==> src/design/pbu_map.svh <==
`ifndef PBU_MAP_SVH
`define PBU_MAP_SVH
// Break control field positions
`define PBU_CTL_IE 0
`define PBU_CTL_COND_LO 1
`define PBU_CTL_COND_HI 2
`define PBU_CTL_MASK_LO 3
`define PBU_CTL_MASK_HI 5
`define PBU_CTL_MASTER 6
`define PBU_CTL_FLAG 7
// Reset values
`define PBU_CTL_RESET 7'h00
`define PBU_ADDR_RESET 24'h00_0000
// Timing in states, one state per clock
`define PBU_IBLOCK_STATES 3
`endif

==> src/design/pbu_pkg.sv <==
package pbu_pkg;
	// Break condition select
	typedef enum logic [1:0] {
		PBU_COND_FETCH = 2'b00,
		PBU_COND_READ = 2'b01,
		PBU_COND_WRITE = 2'b10,
		PBU_COND_RW = 2'b11
	} pbu_cond_t;
	// Kind of power-down transition a sleep instruction requests
	typedef enum logic [1:0] {
		PBU_SLP_NAP = 2'b00,
		PBU_SLP_SWITCH = 2'b01,
		PBU_SLP_STANDBY = 2'b10
	} pbu_sleep_t;
endpackage

==> src/design/pbu_addr_match.sv <==
`timescale 1ns/100ps
`default_nettype none
module pbu_addr_match #(
	parameter int ADDR_W = 24
) (
	input wire logic [ADDR_W-1:0] ref_addr,
	input wire logic [2:0] mask_code,
	input wire logic [ADDR_W-1:0] probe_addr,
	output logic hit
);
	logic [4:0] ignore_bits;
	logic [ADDR_W-1:0] care;

	// Mask code to count of ignored low bits
	always_comb begin
		unique case (mask_code)
			3'h0: ignore_bits = 5'h00;
			3'h1: ignore_bits = 5'h01;
			3'h2: ignore_bits = 5'h02;
			3'h3: ignore_bits = 5'h03;
			3'h4: ignore_bits = 5'h04;
			3'h5: ignore_bits = 5'h08;
			3'h6: ignore_bits = 5'h0c;
			3'h7: ignore_bits = 5'h10;
		endcase
	end

	// Compare only the bits left unmasked
	assign care = {ADDR_W{1'b1}} << ignore_bits;
	assign hit = ((probe_addr ^ ref_addr) & care) == '0;
endmodule // pbu_addr_match
`default_nettype wire

==> src/design/pbu_break.sv <==
// Behaviour
// - Fetch break flags before instruction executes
// - Codes 01, 10, 11 compare data cycles
// - Data break flags after instruction finishes
// - Stack and branch-address reads count as data
// - Mask field bits 3-5 ignore low bits
// - Interrupt only while enable bit 0 set
// - Byte block move defers until instruction ends
// - Transfer-controller hit waits for transfer end
// - Nap sleep suppressed, break then next instruction
// - Mode switch completes first, then break
// - Standby: flag set, break request held until code runs again
// - Enable adds state to on-chip branches
// - On-chip data access to fetch-break address adds state
// - Slow preceding instruction adds state on break
// - Starts stopped; registers inaccessible until released
// - Both channels share one interrupt request
// - Flags sticky; clear by read 1, write 0
// - Transfer-controller break waits for CPU bus
// - Unexecuted prefetch after branch never breaks
// - Control-register mask update blocks three states
// - Fetch break after conditional branch if executed
// - Mask codes ignore 0,1,2,3,4,8,12,16 bits
// - Condition and master select encodings
// - Break address 24 bits, reset zero
`timescale 1ns/100ps
`default_nettype none
`include "pbu_map.svh"
module pbu_break #(
	parameter int ADDR_W = 24
) (
	input wire logic clk,
	input wire logic reset,
	input wire logic module_stop,
	input wire logic [1:0] addr_write,
	input wire logic [ADDR_W-1:0] addr_wdata,
	input wire logic [1:0] ctrl_write,
	input wire logic [7:0] ctrl_wdata,
	input wire logic [1:0] ctrl_read,
	input wire logic bus_valid,
	input wire logic bus_fetch,
	input wire logic bus_write,
	input wire logic bus_dtc,
	input wire logic bus_onchip,
	input wire logic [ADDR_W-1:0] bus_addr,
	input wire logic insn_exec,
	input wire logic [ADDR_W-1:0] exec_addr,
	input wire logic insn_branch1,
	input wire logic insn_onchip,
	input wire logic prev_slow,
	input wire logic insn_end,
	input wire logic block_move_busy,
	input wire logic xfer_count_done,
	input wire logic xfer_irq_sel_done,
	input wire logic cpu_owns_bus,
	input wire logic sleep_exec,
	input wire pbu_pkg::pbu_sleep_t sleep_kind,
	input wire logic [ADDR_W-1:0] sleep_next_addr,
	input wire logic mode_switch_done,
	input wire logic mask_update,
	output wire logic [ADDR_W-1:0] chan_a_match_address,
	output wire logic [ADDR_W-1:0] chan_b_match_address,
	output wire logic [7:0] chan_a_break_control,
	output wire logic [7:0] chan_b_break_control,
	output logic break_irq,
	output logic extra_state,
	output logic suppress_sleep
);
	import pbu_pkg::*;

	localparam int NCH = 2;

	logic [ADDR_W-1:0] match_addr [NCH];
	logic [6:0] ctrl [NCH];
	logic flag [NCH];
	logic armed [NCH];
	logic pend_data [NCH];
	logic pend_dtc [NCH];
	logic dtc_done [NCH];
	logic pend_switch [NCH];
	logic fetch_hit [NCH];
	logic extra_term [NCH];
	logic nap_hit [NCH];
	logic standby_hit [NCH];
	logic running;
	logic standby_hold;
	logic [1:0] block_cnt;
	logic next_irq, next_extra, next_suppress, next_standby_hold;
	logic [1:0] next_block;

	assign running = !module_stop;

	// Register images; upper address bits simply do not exist
	assign chan_a_match_address = match_addr[0];
	assign chan_b_match_address = match_addr[1];
	assign chan_a_break_control = {flag[0], ctrl[0]};
	assign chan_b_break_control = {flag[1], ctrl[1]};

	// One comparator set per channel, no sharing between them
	for (genvar i = 0; i < NCH; i++) begin : g_chan
		logic exec_eq, bus_eq, next_eq;
		logic any_master, data_hit, cycle_ok, set_flag, clr_flag;
		pbu_cond_t cond;
		logic [ADDR_W-1:0] next_addr;
		logic [6:0] next_ctrl;
		logic next_flag, next_armed, next_pd, next_pt, next_dd, next_ps;

		pbu_addr_match #(.ADDR_W(ADDR_W)) u_exec (
			.ref_addr(match_addr[i]),
			.mask_code(ctrl[i][`PBU_CTL_MASK_HI:`PBU_CTL_MASK_LO]),
			.probe_addr(exec_addr),
			.hit(exec_eq)
		);
		pbu_addr_match #(.ADDR_W(ADDR_W)) u_bus (
			.ref_addr(match_addr[i]),
			.mask_code(ctrl[i][`PBU_CTL_MASK_HI:`PBU_CTL_MASK_LO]),
			.probe_addr(bus_addr),
			.hit(bus_eq)
		);
		pbu_addr_match #(.ADDR_W(ADDR_W)) u_sleep (
			.ref_addr(match_addr[i]),
			.mask_code(ctrl[i][`PBU_CTL_MASK_HI:`PBU_CTL_MASK_LO]),
			.probe_addr(sleep_next_addr),
			.hit(next_eq)
		);

		assign any_master = ctrl[i][`PBU_CTL_MASTER];
		assign cond = pbu_cond_t'(ctrl[i][`PBU_CTL_COND_HI:`PBU_CTL_COND_LO]);

		// Core only reports instructions it executes, so a dropped prefetch
		// or a skipped branch successor never reaches the comparator
		assign fetch_hit[i] = running && insn_exec && cond == PBU_COND_FETCH
			&& exec_eq;
		// Stack and vector reads arrive as ordinary data cycles
		assign cycle_ok = bus_valid && !bus_fetch && (cond == PBU_COND_RW
			|| (cond == PBU_COND_READ && !bus_write)
			|| (cond == PBU_COND_WRITE && bus_write));
		assign data_hit = running && cycle_ok && bus_eq
			&& (!bus_dtc || any_master);
		assign nap_hit[i] = running && sleep_exec && cond == PBU_COND_FETCH
			&& next_eq && sleep_kind == PBU_SLP_NAP;
		assign standby_hit[i] = running && sleep_exec && cond == PBU_COND_FETCH
			&& next_eq && sleep_kind == PBU_SLP_STANDBY;
		// Extra state cases for this channel
		assign extra_term[i] = (bus_valid && !bus_fetch && bus_onchip
			&& cond == PBU_COND_FETCH && bus_eq)
			|| (fetch_hit[i] && prev_slow);

		// Next values for this channel's registers and pending state
		always_comb begin
			next_addr = match_addr[i];
			next_ctrl = ctrl[i];
			if (running && addr_write[i]) begin
				next_addr = addr_wdata;
			end
			if (running && ctrl_write[i]) begin
				next_ctrl = ctrl_wdata[6:0];
			end
			// Data hits park until the instruction is over
			next_pd = pend_data[i];
			set_flag = fetch_hit[i] || nap_hit[i] || standby_hit[i];
			if (data_hit && !bus_dtc) begin
				next_pd = 1'b1;
			end else if (pend_data[i] && insn_end && !block_move_busy) begin
				next_pd = 1'b0;
				set_flag = 1'b1;
			end
			// Transfer-controller hits wait for its run, then for the bus
			next_pt = pend_dtc[i];
			next_dd = dtc_done[i];
			if (data_hit && bus_dtc) begin
				next_pt = 1'b1;
			end else if (pend_dtc[i] && (xfer_count_done || xfer_irq_sel_done)) begin
				next_dd = 1'b1;
			end else if (dtc_done[i] && cpu_owns_bus) begin
				next_pt = 1'b0;
				next_dd = 1'b0;
				set_flag = 1'b1;
			end
			// Mode switch first, break afterwards
			next_ps = pend_switch[i];
			if (running && sleep_exec && cond == PBU_COND_FETCH && next_eq
				&& sleep_kind == PBU_SLP_SWITCH) begin
				next_ps = 1'b1;
			end else if (pend_switch[i] && mode_switch_done) begin
				next_ps = 1'b0;
				set_flag = 1'b1;
			end
			// Clear only after a read saw 1; a same-cycle set wins
			clr_flag = running && ctrl_write[i] && !ctrl_wdata[`PBU_CTL_FLAG]
				&& armed[i];
			next_flag = set_flag || (flag[i] && !clr_flag);
			next_armed = armed[i];
			if (running && ctrl_write[i]) begin
				next_armed = 1'b0;
			end else if (running && ctrl_read[i] && flag[i]) begin
				next_armed = 1'b1;
			end
		end

		// Channel registers
		always_ff @(posedge clk or posedge reset) begin
			if (reset) begin
				match_addr[i] <= `PBU_ADDR_RESET;
				ctrl[i] <= `PBU_CTL_RESET;
				flag[i] <= 1'b0;
				armed[i] <= 1'b0;
				pend_data[i] <= 1'b0;
				pend_dtc[i] <= 1'b0;
				dtc_done[i] <= 1'b0;
				pend_switch[i] <= 1'b0;
			end else begin
				match_addr[i] <= next_addr;
				ctrl[i] <= next_ctrl;
				flag[i] <= next_flag;
				armed[i] <= next_armed;
				pend_data[i] <= next_pd;
				pend_dtc[i] <= next_pt;
				dtc_done[i] <= next_dd;
				pend_switch[i] <= next_ps;
			end
		end

		a_fetch_flag: assert property (@(posedge clk) disable iff (reset)
			fetch_hit[i] |=> flag[i]) else $error("fetch hit did not set flag");
		a_data_wait: assert property (@(posedge clk) disable iff (reset)
			pend_data[i] && block_move_busy |=> pend_data[i])
			else $error("data break released during block move");
		a_data_release: assert property (@(posedge clk) disable iff (reset)
			pend_data[i] && insn_end && !block_move_busy |=> flag[i] && !pend_data[i])
			else $error("data break not flagged at instruction end");
		a_dtc_bus: assert property (@(posedge clk) disable iff (reset)
			pend_dtc[i] && !cpu_owns_bus |=> pend_dtc[i])
			else $error("transfer break released without bus");
		a_flag_sticky: assert property (@(posedge clk) disable iff (reset)
			flag[i] && !(ctrl_write[i] && !ctrl_wdata[7] && armed[i]) |=> flag[i])
			else $error("flag cleared without read-then-write");
		a_stop_frozen: assert property (@(posedge clk) disable iff (reset)
			module_stop |=> ctrl[i] == $past(ctrl[i]) && match_addr[i] == $past(match_addr[i]))
			else $error("register changed under module stop");
		a_mask_wide: assert property (@(posedge clk) disable iff (reset)
			ctrl[i][5:3] == 3'h7 && exec_addr[23:16] == match_addr[i][23:16] |-> exec_eq)
			else $error("16-bit mask not honoured");
		c_data_break: cover property (@(posedge clk) disable iff (reset)
			pend_data[i] ##[1:20] flag[i]);
	end

	// Shared request, extra state and sleep suppression
	always_comb begin
		next_irq = 1'b0;
		next_extra = 1'b0;
		next_suppress = 1'b0;
		next_standby_hold = standby_hold && !insn_exec; // Released once code runs again
		for (int i = 0; i < NCH; i++) begin
			if (flag[i] && ctrl[i][`PBU_CTL_IE]) begin
				next_irq = 1'b1;
			end
			if (extra_term[i] || (ctrl[i][`PBU_CTL_IE] && insn_exec
				&& insn_branch1 && insn_onchip)) begin
				next_extra = running;
			end
			if (nap_hit[i]) begin
				next_suppress = 1'b1;
			end
			if (standby_hit[i]) begin
				next_standby_hold = 1'b1;
			end
		end
		// Interrupt window closes for three states after a mask load
		next_block = block_cnt;
		if (mask_update) begin
			next_block = 2'(`PBU_IBLOCK_STATES - 1);
		end else if (block_cnt != 2'h0) begin
			next_block = block_cnt - 2'h1;
		end
		next_irq = next_irq && running && !standby_hold && !next_standby_hold
			&& !mask_update && block_cnt == 2'h0;
	end

	// Shared outputs, all registered
	always_ff @(posedge clk or posedge reset) begin
		if (reset) begin
			break_irq <= 1'b0;
			extra_state <= 1'b0;
			suppress_sleep <= 1'b0;
			standby_hold <= 1'b0;
			block_cnt <= 2'h0;
		end else begin
			break_irq <= next_irq;
			extra_state <= next_extra;
			suppress_sleep <= next_suppress;
			standby_hold <= next_standby_hold;
			block_cnt <= next_block;
		end
	end

	a_irq_enable: assert property (@(posedge clk) disable iff (reset)
		break_irq |-> $past(flag[0] && ctrl[0][0] || flag[1] && ctrl[1][0]))
		else $error("interrupt without enabled flag");
	a_irq_block: assert property (@(posedge clk) disable iff (reset)
		mask_update |=> !break_irq [*3]) else $error("interrupt inside mask window");
	a_nap_suppress: assert property (@(posedge clk) disable iff (reset)
		nap_hit[0] || nap_hit[1] |=> suppress_sleep)
		else $error("nap sleep not suppressed");
	a_standby_quiet: assert property (@(posedge clk) disable iff (reset)
		standby_hit[0] || standby_hit[1] |=> !break_irq)
		else $error("break taken on standby entry");
	c_irq: cover property (@(posedge clk) disable iff (reset) $rose(break_irq));
	c_extra: cover property (@(posedge clk) disable iff (reset) extra_state);
	c_nap: cover property (@(posedge clk) disable iff (reset) suppress_sleep);
endmodule // pbu_break
`default_nettype wire

==> config.mk <==
export PLATFORM = sky130hd
export DESIGN_NAME = pbu_break
export DESIGN_NICKNAME = d
export VERILOG_FILES = /design/src/design/pbu_pkg.sv /design/src/design/pbu_addr_match.sv /design/src/design/pbu_break.sv
export VERILOG_INCLUDE_DIRS = /design/src /design/src/design
export SDC_FILE = /design/constraint.sdc
export NUM_CORES = 1
export LEC_CHECK = 0
export ABC_AREA = 1
export BUFFER_PORTS_ARGS = -buffer_cell sky130_fd_sc_hd__buf_2
export CAP_MARGIN = 20
export CORE_ASPECT_RATIO = 0.8
export CORE_MARGIN = 2
export CORE_UTILIZATION = 52
export CTS_CLUSTER_SIZE = 16
export DETAILED_ROUTE_END_ITERATION = 10
export PLACE_DENSITY = 0.87
export SYNTH_ARGS = -nofsm -noshare
export SYNTH_HDL_FRONTEND = slang
export SYNTH_SLANG_ARGS = --single-unit
==> constraint.sdc <==
create_clock -name clk -period 3.3 [get_ports clk]
set_clock_uncertainty 0.2 [all_clocks]
set_input_delay 0.66 -clock clk [delete_from_list [all_inputs] [get_ports clk]]
set_output_delay 0.66 -clock clk [all_outputs]
set_load 0.05 [all_outputs]
# Yosys cells after proc, flatten, opt, wreduce, memory -nomap -nowiden
# Memory sizes are Yosys's and may differ from the RTL's.
# Cells that the tools add are included.
# word_totals
reg_bits	80
latch_bits	0
ramBits	0
romBits	240
input_bits	132
out_inout_bits	67
word_cells	235
mem_count	6
# memory_table
memory	depth	word_bits	rd	rd_clocked_by_memory_dff	wr	line_no	text
(name not given)	8	5	1	0	0	pbu_addr_match.sv:16	unique case (mask_code)
(name not given)	8	5	1	0	0	pbu_addr_match.sv:16	
(name not given)	8	5	1	0	0	pbu_addr_match.sv:16	
(name not given)	8	5	1	0	0	pbu_addr_match.sv:16	
(name not given)	8	5	1	0	0	pbu_addr_match.sv:16	
(name not given)	8	5	1	0	0	pbu_addr_match.sv:16	
# classes
addsub	1
n_mul	0
div	0
magnitude_cmp	0
n_eq_ne	10
shifts	6
n_mux	44
bitwise_logic	14
n_reduce_logical	133
# op_table
cell	n
24-bit AND	6
24-bit zero test	6
24-bit by 5-bit << shifter with 24-bit output, first input constant	6
24-bit XOR	6
1-bit logical AND	78
1-bit 2-to-1 mux	42
2-bit nonzero test	12
1-bit logical OR	17
1-bit zero test	12
2-bit equality test, second input constant	5
2-bit zero test	4
2-bit AND reduction	4
2-bit by 1-bit equality test with 1-bit output, second input constant	3
2-bit 2-to-1 mux	2
2-bit inequality test, second input constant	2
1-bit NOT	2
2-bit by 1-bit subtractor with 2-bit output, second input constant	1

# Logic depth before layout (Yosys ltp)
# logic_depth
depth_word	16
depth_mapped	14
mapped_depth_nobuf	14

# Modules after synthesis
# From an unflattened synthesis, not the netlist that was laid out.
# hier_totals
hier_cells	1138
area_unflattened_um2	6826.5
# by_module_without_submodules
module	n_inst	cells_per_inst	area_per_inst_um2	seq_area_each_um2
pbu_break	1	385	3500.9	2001.9
pbu_addr_match (g_chan[0].u_sleep ...)	3	132	570.5	0.0
pbu_addr_match (g_chan[0].u_bus)	1	148	620.6	0.0
pbu_addr_match (g_chan[0].u_exec)	1	126	541.8	0.0
pbu_addr_match (g_chan[1].u_exec)	1	83	451.7	0.0

# Worst setup path after synthesis
# Ideal clock, no wire load.
# synth_path
path_kind	flip-flop to flip-flop
from	register ctrl, in the netlist chan_a_break_control[3]
to	register flag, in the netlist chan_a_break_control[7]
setup_ps	125
arrival_time_ps	2013
t_required_ps	2975
path_slack_ps	961
stages_incl_launch_ff	14
n_path_buf	0
period_less_slack_ps	2339
path_cell_list	dfrtp_1 ha_1 nand2_1 nand2_2 nor2_1 nand2_1 nor2_1 nor2_1 nand2_1 nor2_1 nor2_1 nand2_1 nor2_1 nand3_1
# synth_between
elab_chain_cells	16
word_cells_on_any_way	31
cone_classes	shift (3); mux (7); bitwise (3); reduce/logical (15); memory (3)
# synth_rtl
item	line_no	text
start, declared	pbu_break.sv:74	logic [6:0] ctrl [NCH];
start signal, assigned by index	pbu_break.sv:205	ctrl[i] <= `PBU_CTL_RESET;
start signal, assigned by index	pbu_break.sv:214	ctrl[i] <= next_ctrl;
memory read 8 x 5 bit	--	
24-bit by 5-bit << shifter with 24-bit output	pbu_addr_match.sv:29	assign care = {ADDR_W{1'b1}} << ignore_bits;
24-bit AND	pbu_addr_match.sv:30	assign hit = ((probe_addr ^ ref_addr) & care) == '0;
24-bit zero test	pbu_addr_match.sv:30	
1-bit logical AND	pbu_break.sv:141, pbu_break.sv:143, pbu_break.sv:182	
1-bit logical AND	pbu_break.sv:141	&& next_eq && sleep_kind == PBU_SLP_NAP;
1-bit logical OR (2 in series)	pbu_break.sv:161	set_flag = fetch_hit[i] || nap_hit[i] || standby_hit[i];
1-bit 2-to-1 mux	pbu_break.sv:164	end else if (pend_data[i] && insn_end && !block_move_busy) begin
1-bit 2-to-1 mux	pbu_break.sv:162	if (data_hit && !bus_dtc) begin
1-bit 2-to-1 mux	pbu_break.sv:175	end else if (dtc_done[i] && cpu_owns_bus) begin
1-bit 2-to-1 mux	pbu_break.sv:173	end else if (pend_dtc[i] && (xfer_count_done || xfer_irq_sel_done)) begin
1-bit 2-to-1 mux	pbu_break.sv:171	if (data_hit && bus_dtc) begin
1-bit 2-to-1 mux	pbu_break.sv:185	end else if (pend_switch[i] && mode_switch_done) begin
1-bit 2-to-1 mux *	pbu_break.sv:182	if (running && sleep_exec && cond == PBU_COND_FETCH && next_eq
1-bit logical OR *	pbu_break.sv:192	next_flag = set_flag || (flag[i] && !clr_flag);
net g_chan[0].next_flag	pbu_break.sv:106	logic next_flag, next_armed, next_pd, next_pt, next_dd, next_ps;
end signal, assigned by index	pbu_break.sv:215	flag[i] <= next_flag;
end, declared	pbu_break.sv:75	logic flag [NCH];
# The timed path passes the listed nets; every way through them passes the cells marked *.
# A chain may end at the register's enable or synchronous reset.

# Final worst setup path
# Same ends and word-level chain as after synthesis.

==> impl_metrics.tcl <==
set metrics [dict create \
    synthCells 958 \
    muxShareOfSynthArea_pct 0 \
    cp.required_ps 3330 \
    yosysUniqueCellTypes 36 \
    cts_setup_buffers 0 \
    worst_pin_slew_ps 747 \
    synth_most_common_cell "nand2_1" \
    synth_common_cells "nand2_1, inv_1, nor2_1, dfrtp_1, o21ai_0" \
    n_antenna_cell 0 \
    synth.area.top_cells "dfrtp_1, nand2_1, inv_1" \
    drtAntennaViolNets 0 \
    maxCapViolCount 0 \
    multi_input_area_um2 3430 \
    clkSinkCount 80 \
    synth_xor_area_share_pct 11.2 \
    ctsHoldBuffers 0 \
    slew_headroom_pct 50.1 \
    grt_pass1_wl_um 30400 \
    routedWlPerCell_um 14.3 \
    syn_nets 1093 \
    core-area_um2 11500 \
    via_count 6692 \
    post_synth.cell_area_avg_um2 6.37 \
    crit_path_start_kind "flip-flop" \
    crit_arrival_ps 2500 \
    fp.dieArea_um2 12600 \
    start_util_pct 53.2 \
    fp-row-count 35 \
    irDropWorstVdd_mv 0.347 \
    cts_tree "done" \
    grt_use_total_pct 30.2 \
    instances_no_fill 1306 \
    yosys.area_share.adder_pct 0.615 \
    end_kind "flip-flop" \
    synth_edf_count 0 \
    firstDrtPassIters 5 \
    final_max_slew_viol_count 0 \
    synth_top_family_by_area "simple AND/OR/NAND/NOR gates" \
    r2r_setup_slack_ps 830 \
    nets 1288 \
    rsz0062_at_grt "no" \
    grt_antenna_before_repair 0 \
    syn_to_final_growth_pct 23.9 \
    outcome "completed" \
    synthArstFlopShare_pct 100 \
    drt-initial-drc-count 535 \
    p_leak_nw 4.46 \
    fill_cells 1067 \
    ys_ff_latch 80 \
    seqCellArea_um2 2000 \
    power.density_nw_per_um2 514 \
    clock.fmax_ghz 0.405 \
    clkTransAtPathRegs_ps 60 \
    numCtsBuffers 9 \
    placed_cells 1290 \
    synth-simple-area-share_pct 35.8 \
    cp_max_fo 15 \
    first_global_vias 6349 \
    worst_hold_path_type "primary input to asynchronous set/reset pin" \
    ys_warn_count 0 \
    die_h_um 101 \
    htreeDepth 3 \
    cts.repair.resized 0 \
    drc 0 \
    wl_um 18700 \
    synth_compound_area_share_pct 8.63 \
    globalplace.congestion 0.968 \
    hold_slack_ps 208 \
    clk_path_buf_depth 2 \
    yosysSeqAreaShare_pct 32.8 \
    dpl.hpwl_um 15100 \
    pin_count 199 \
    portBuffers 198 \
    finalCriticalPeriod_ps 2470 \
    setup-violations-final 0 \
    netlist_area_um2 6100 \
    finalHoldViolations 0 \
    power_mw 3.89 \
    yosys.area.top_type "dfrtp_1" \
    grt-ovfl-total 0 \
    fin_tns_setup_ps 0 \
    synth_top_area_share_pct 32.8 \
    die_w_um 125 \
    via_per_inst 5.12 \
    post-route-period-util_pct 74.9 \
    clk_latency_ps 340 \
    final_util_pct 65.9 \
    grt_max_degree 42 \
    worst_r2r_path_depth 13 \
    reg2reg_to "chan_a_break_control[7]$_DFF_PP0_" \
    critPathKind "flip-flop to flip-flop" \
    drive_above_1_share_pct 20.5 \
    yosys_most_used_dff "dfrtp_1" \
    cts_root_buffer "clkbuf_16" \
    r2r-start "chan_a_break_control[3]$_DFFE_PP0P_" \
]
-- cell type report --
class,instances,area share (%)
multi-input cells,708,45.4
well taps,148,2.45
flip-flops and latches,80,26.5
clock inverters,7,1.27
inverters,152,7.56
clock buffers,9,2.98
repair buffers,202,13.8
-- through the flow --
step	setup slack (ps)	instance area (µm²)
after floorplan	388	6100
after global placement	834	7240
after detailed placement	776	7240
after CTS	927	7560
after global routing	643	7560
final	829	7560
-- layout by cell type (no fill, tap or decap), types with 2 or more instances in the layout --
cell,count
clkinv_2,3
clkbuf_16,9
a21boi_0,2
nor2_4,2
dfrtp_1,80
nand2_4,2
buf_4,2
nor2_2,4
xor2_1,49
nor3_1,4
buf_2,198
nor2_1,95
or2_2,2
o22ai_1,2
ha_1,3
nand2_1,338
o21ai_0,78
a21oi_1,6
bufinv_16,2
a211oi_1,2
nand4_1,14
xnor2_1,29
nand3_1,62
buf_12,2
nand3_2,3
clkinv_4,3
inv_1,150
-- sequential cells by signal, summed over array words and instances (netlist names), 2 cells and up --
register / flops
pend_data: 2
dtc_done: 2
chan_a_break_control: 8
chan_a_match_address: 24
block_cnt: 2
pend_dtc: 2
armed: 2
chan_b_match_address: 24
pend_switch: 2
chan_b_break_control: 8
-- layer usage --
layer | GRT usage [%] | vias to the layer above | wire length [µm]
li1 | - | 3331 | -
met1 | 41.1 | 2980 | 8180
met2 | 48.7 | 341 | 8220
met3 | 5.52 | 40 | 1780
met4 | 11.0 | 0 | 546
met5 | 0 | - | 0
-- worst max-delay path, stage by stage (launching register included) --
cell and delay (ps):
dfrtp_1 480, ha_1 280, nand2_4 200, nand2_2 120, nor2_1 250, nand2_1 80
nor2_1 210, nor2_1 80, nand2_1 80, nor2_1 50, nor2_1 80, nand2_1 60
nor2_1 100, nand3_1 70
-- how the worst max path moves through the flow --
stage                                         from                                 to  slack (ps)  cells after the start
2_1_floorplan                                reset               armed[0]$_DFFE_PP0P_         390                      1
4_1_cts        chan_a_break_control[3]$_DFFE_PP0P_  chan_a_break_control[7]$_DFF_PP0_         930                     13
3_3_place_gp                           module_stop  chan_a_break_control[7]$_DFF_PP0_         830                     13
5_1_grt        chan_a_break_control[3]$_DFFE_PP0P_  chan_a_break_control[7]$_DFF_PP0_         640                     13
3_5_place_dp                           module_stop                break_irq$_DFF_PP0_         780                     13
6_report       chan_a_break_control[3]$_DFFE_PP0P_  chan_a_break_control[7]$_DFF_PP0_         830                     13
-- cells by family (layout without fill, tap and decap cells) --
kind of cell             Yosys count  count (layout)
AO/OA/AOI/OAI                     97              97
XOR/XNOR                          78              78
adder cells (fa/ha/maj)            3               3
buffers and inverters            170             370
flip-flops                        80              80
AND/OR/NAND/NOR                  530             530
-- where the power goes --
group	total [mW]	switching (mW)	internal [mW]
registers	1.31	0.201	1.11
clock network	1.09	0.428	0.664
logic	1.48	1.02	0.459
(Power assumes the default switching activity.)
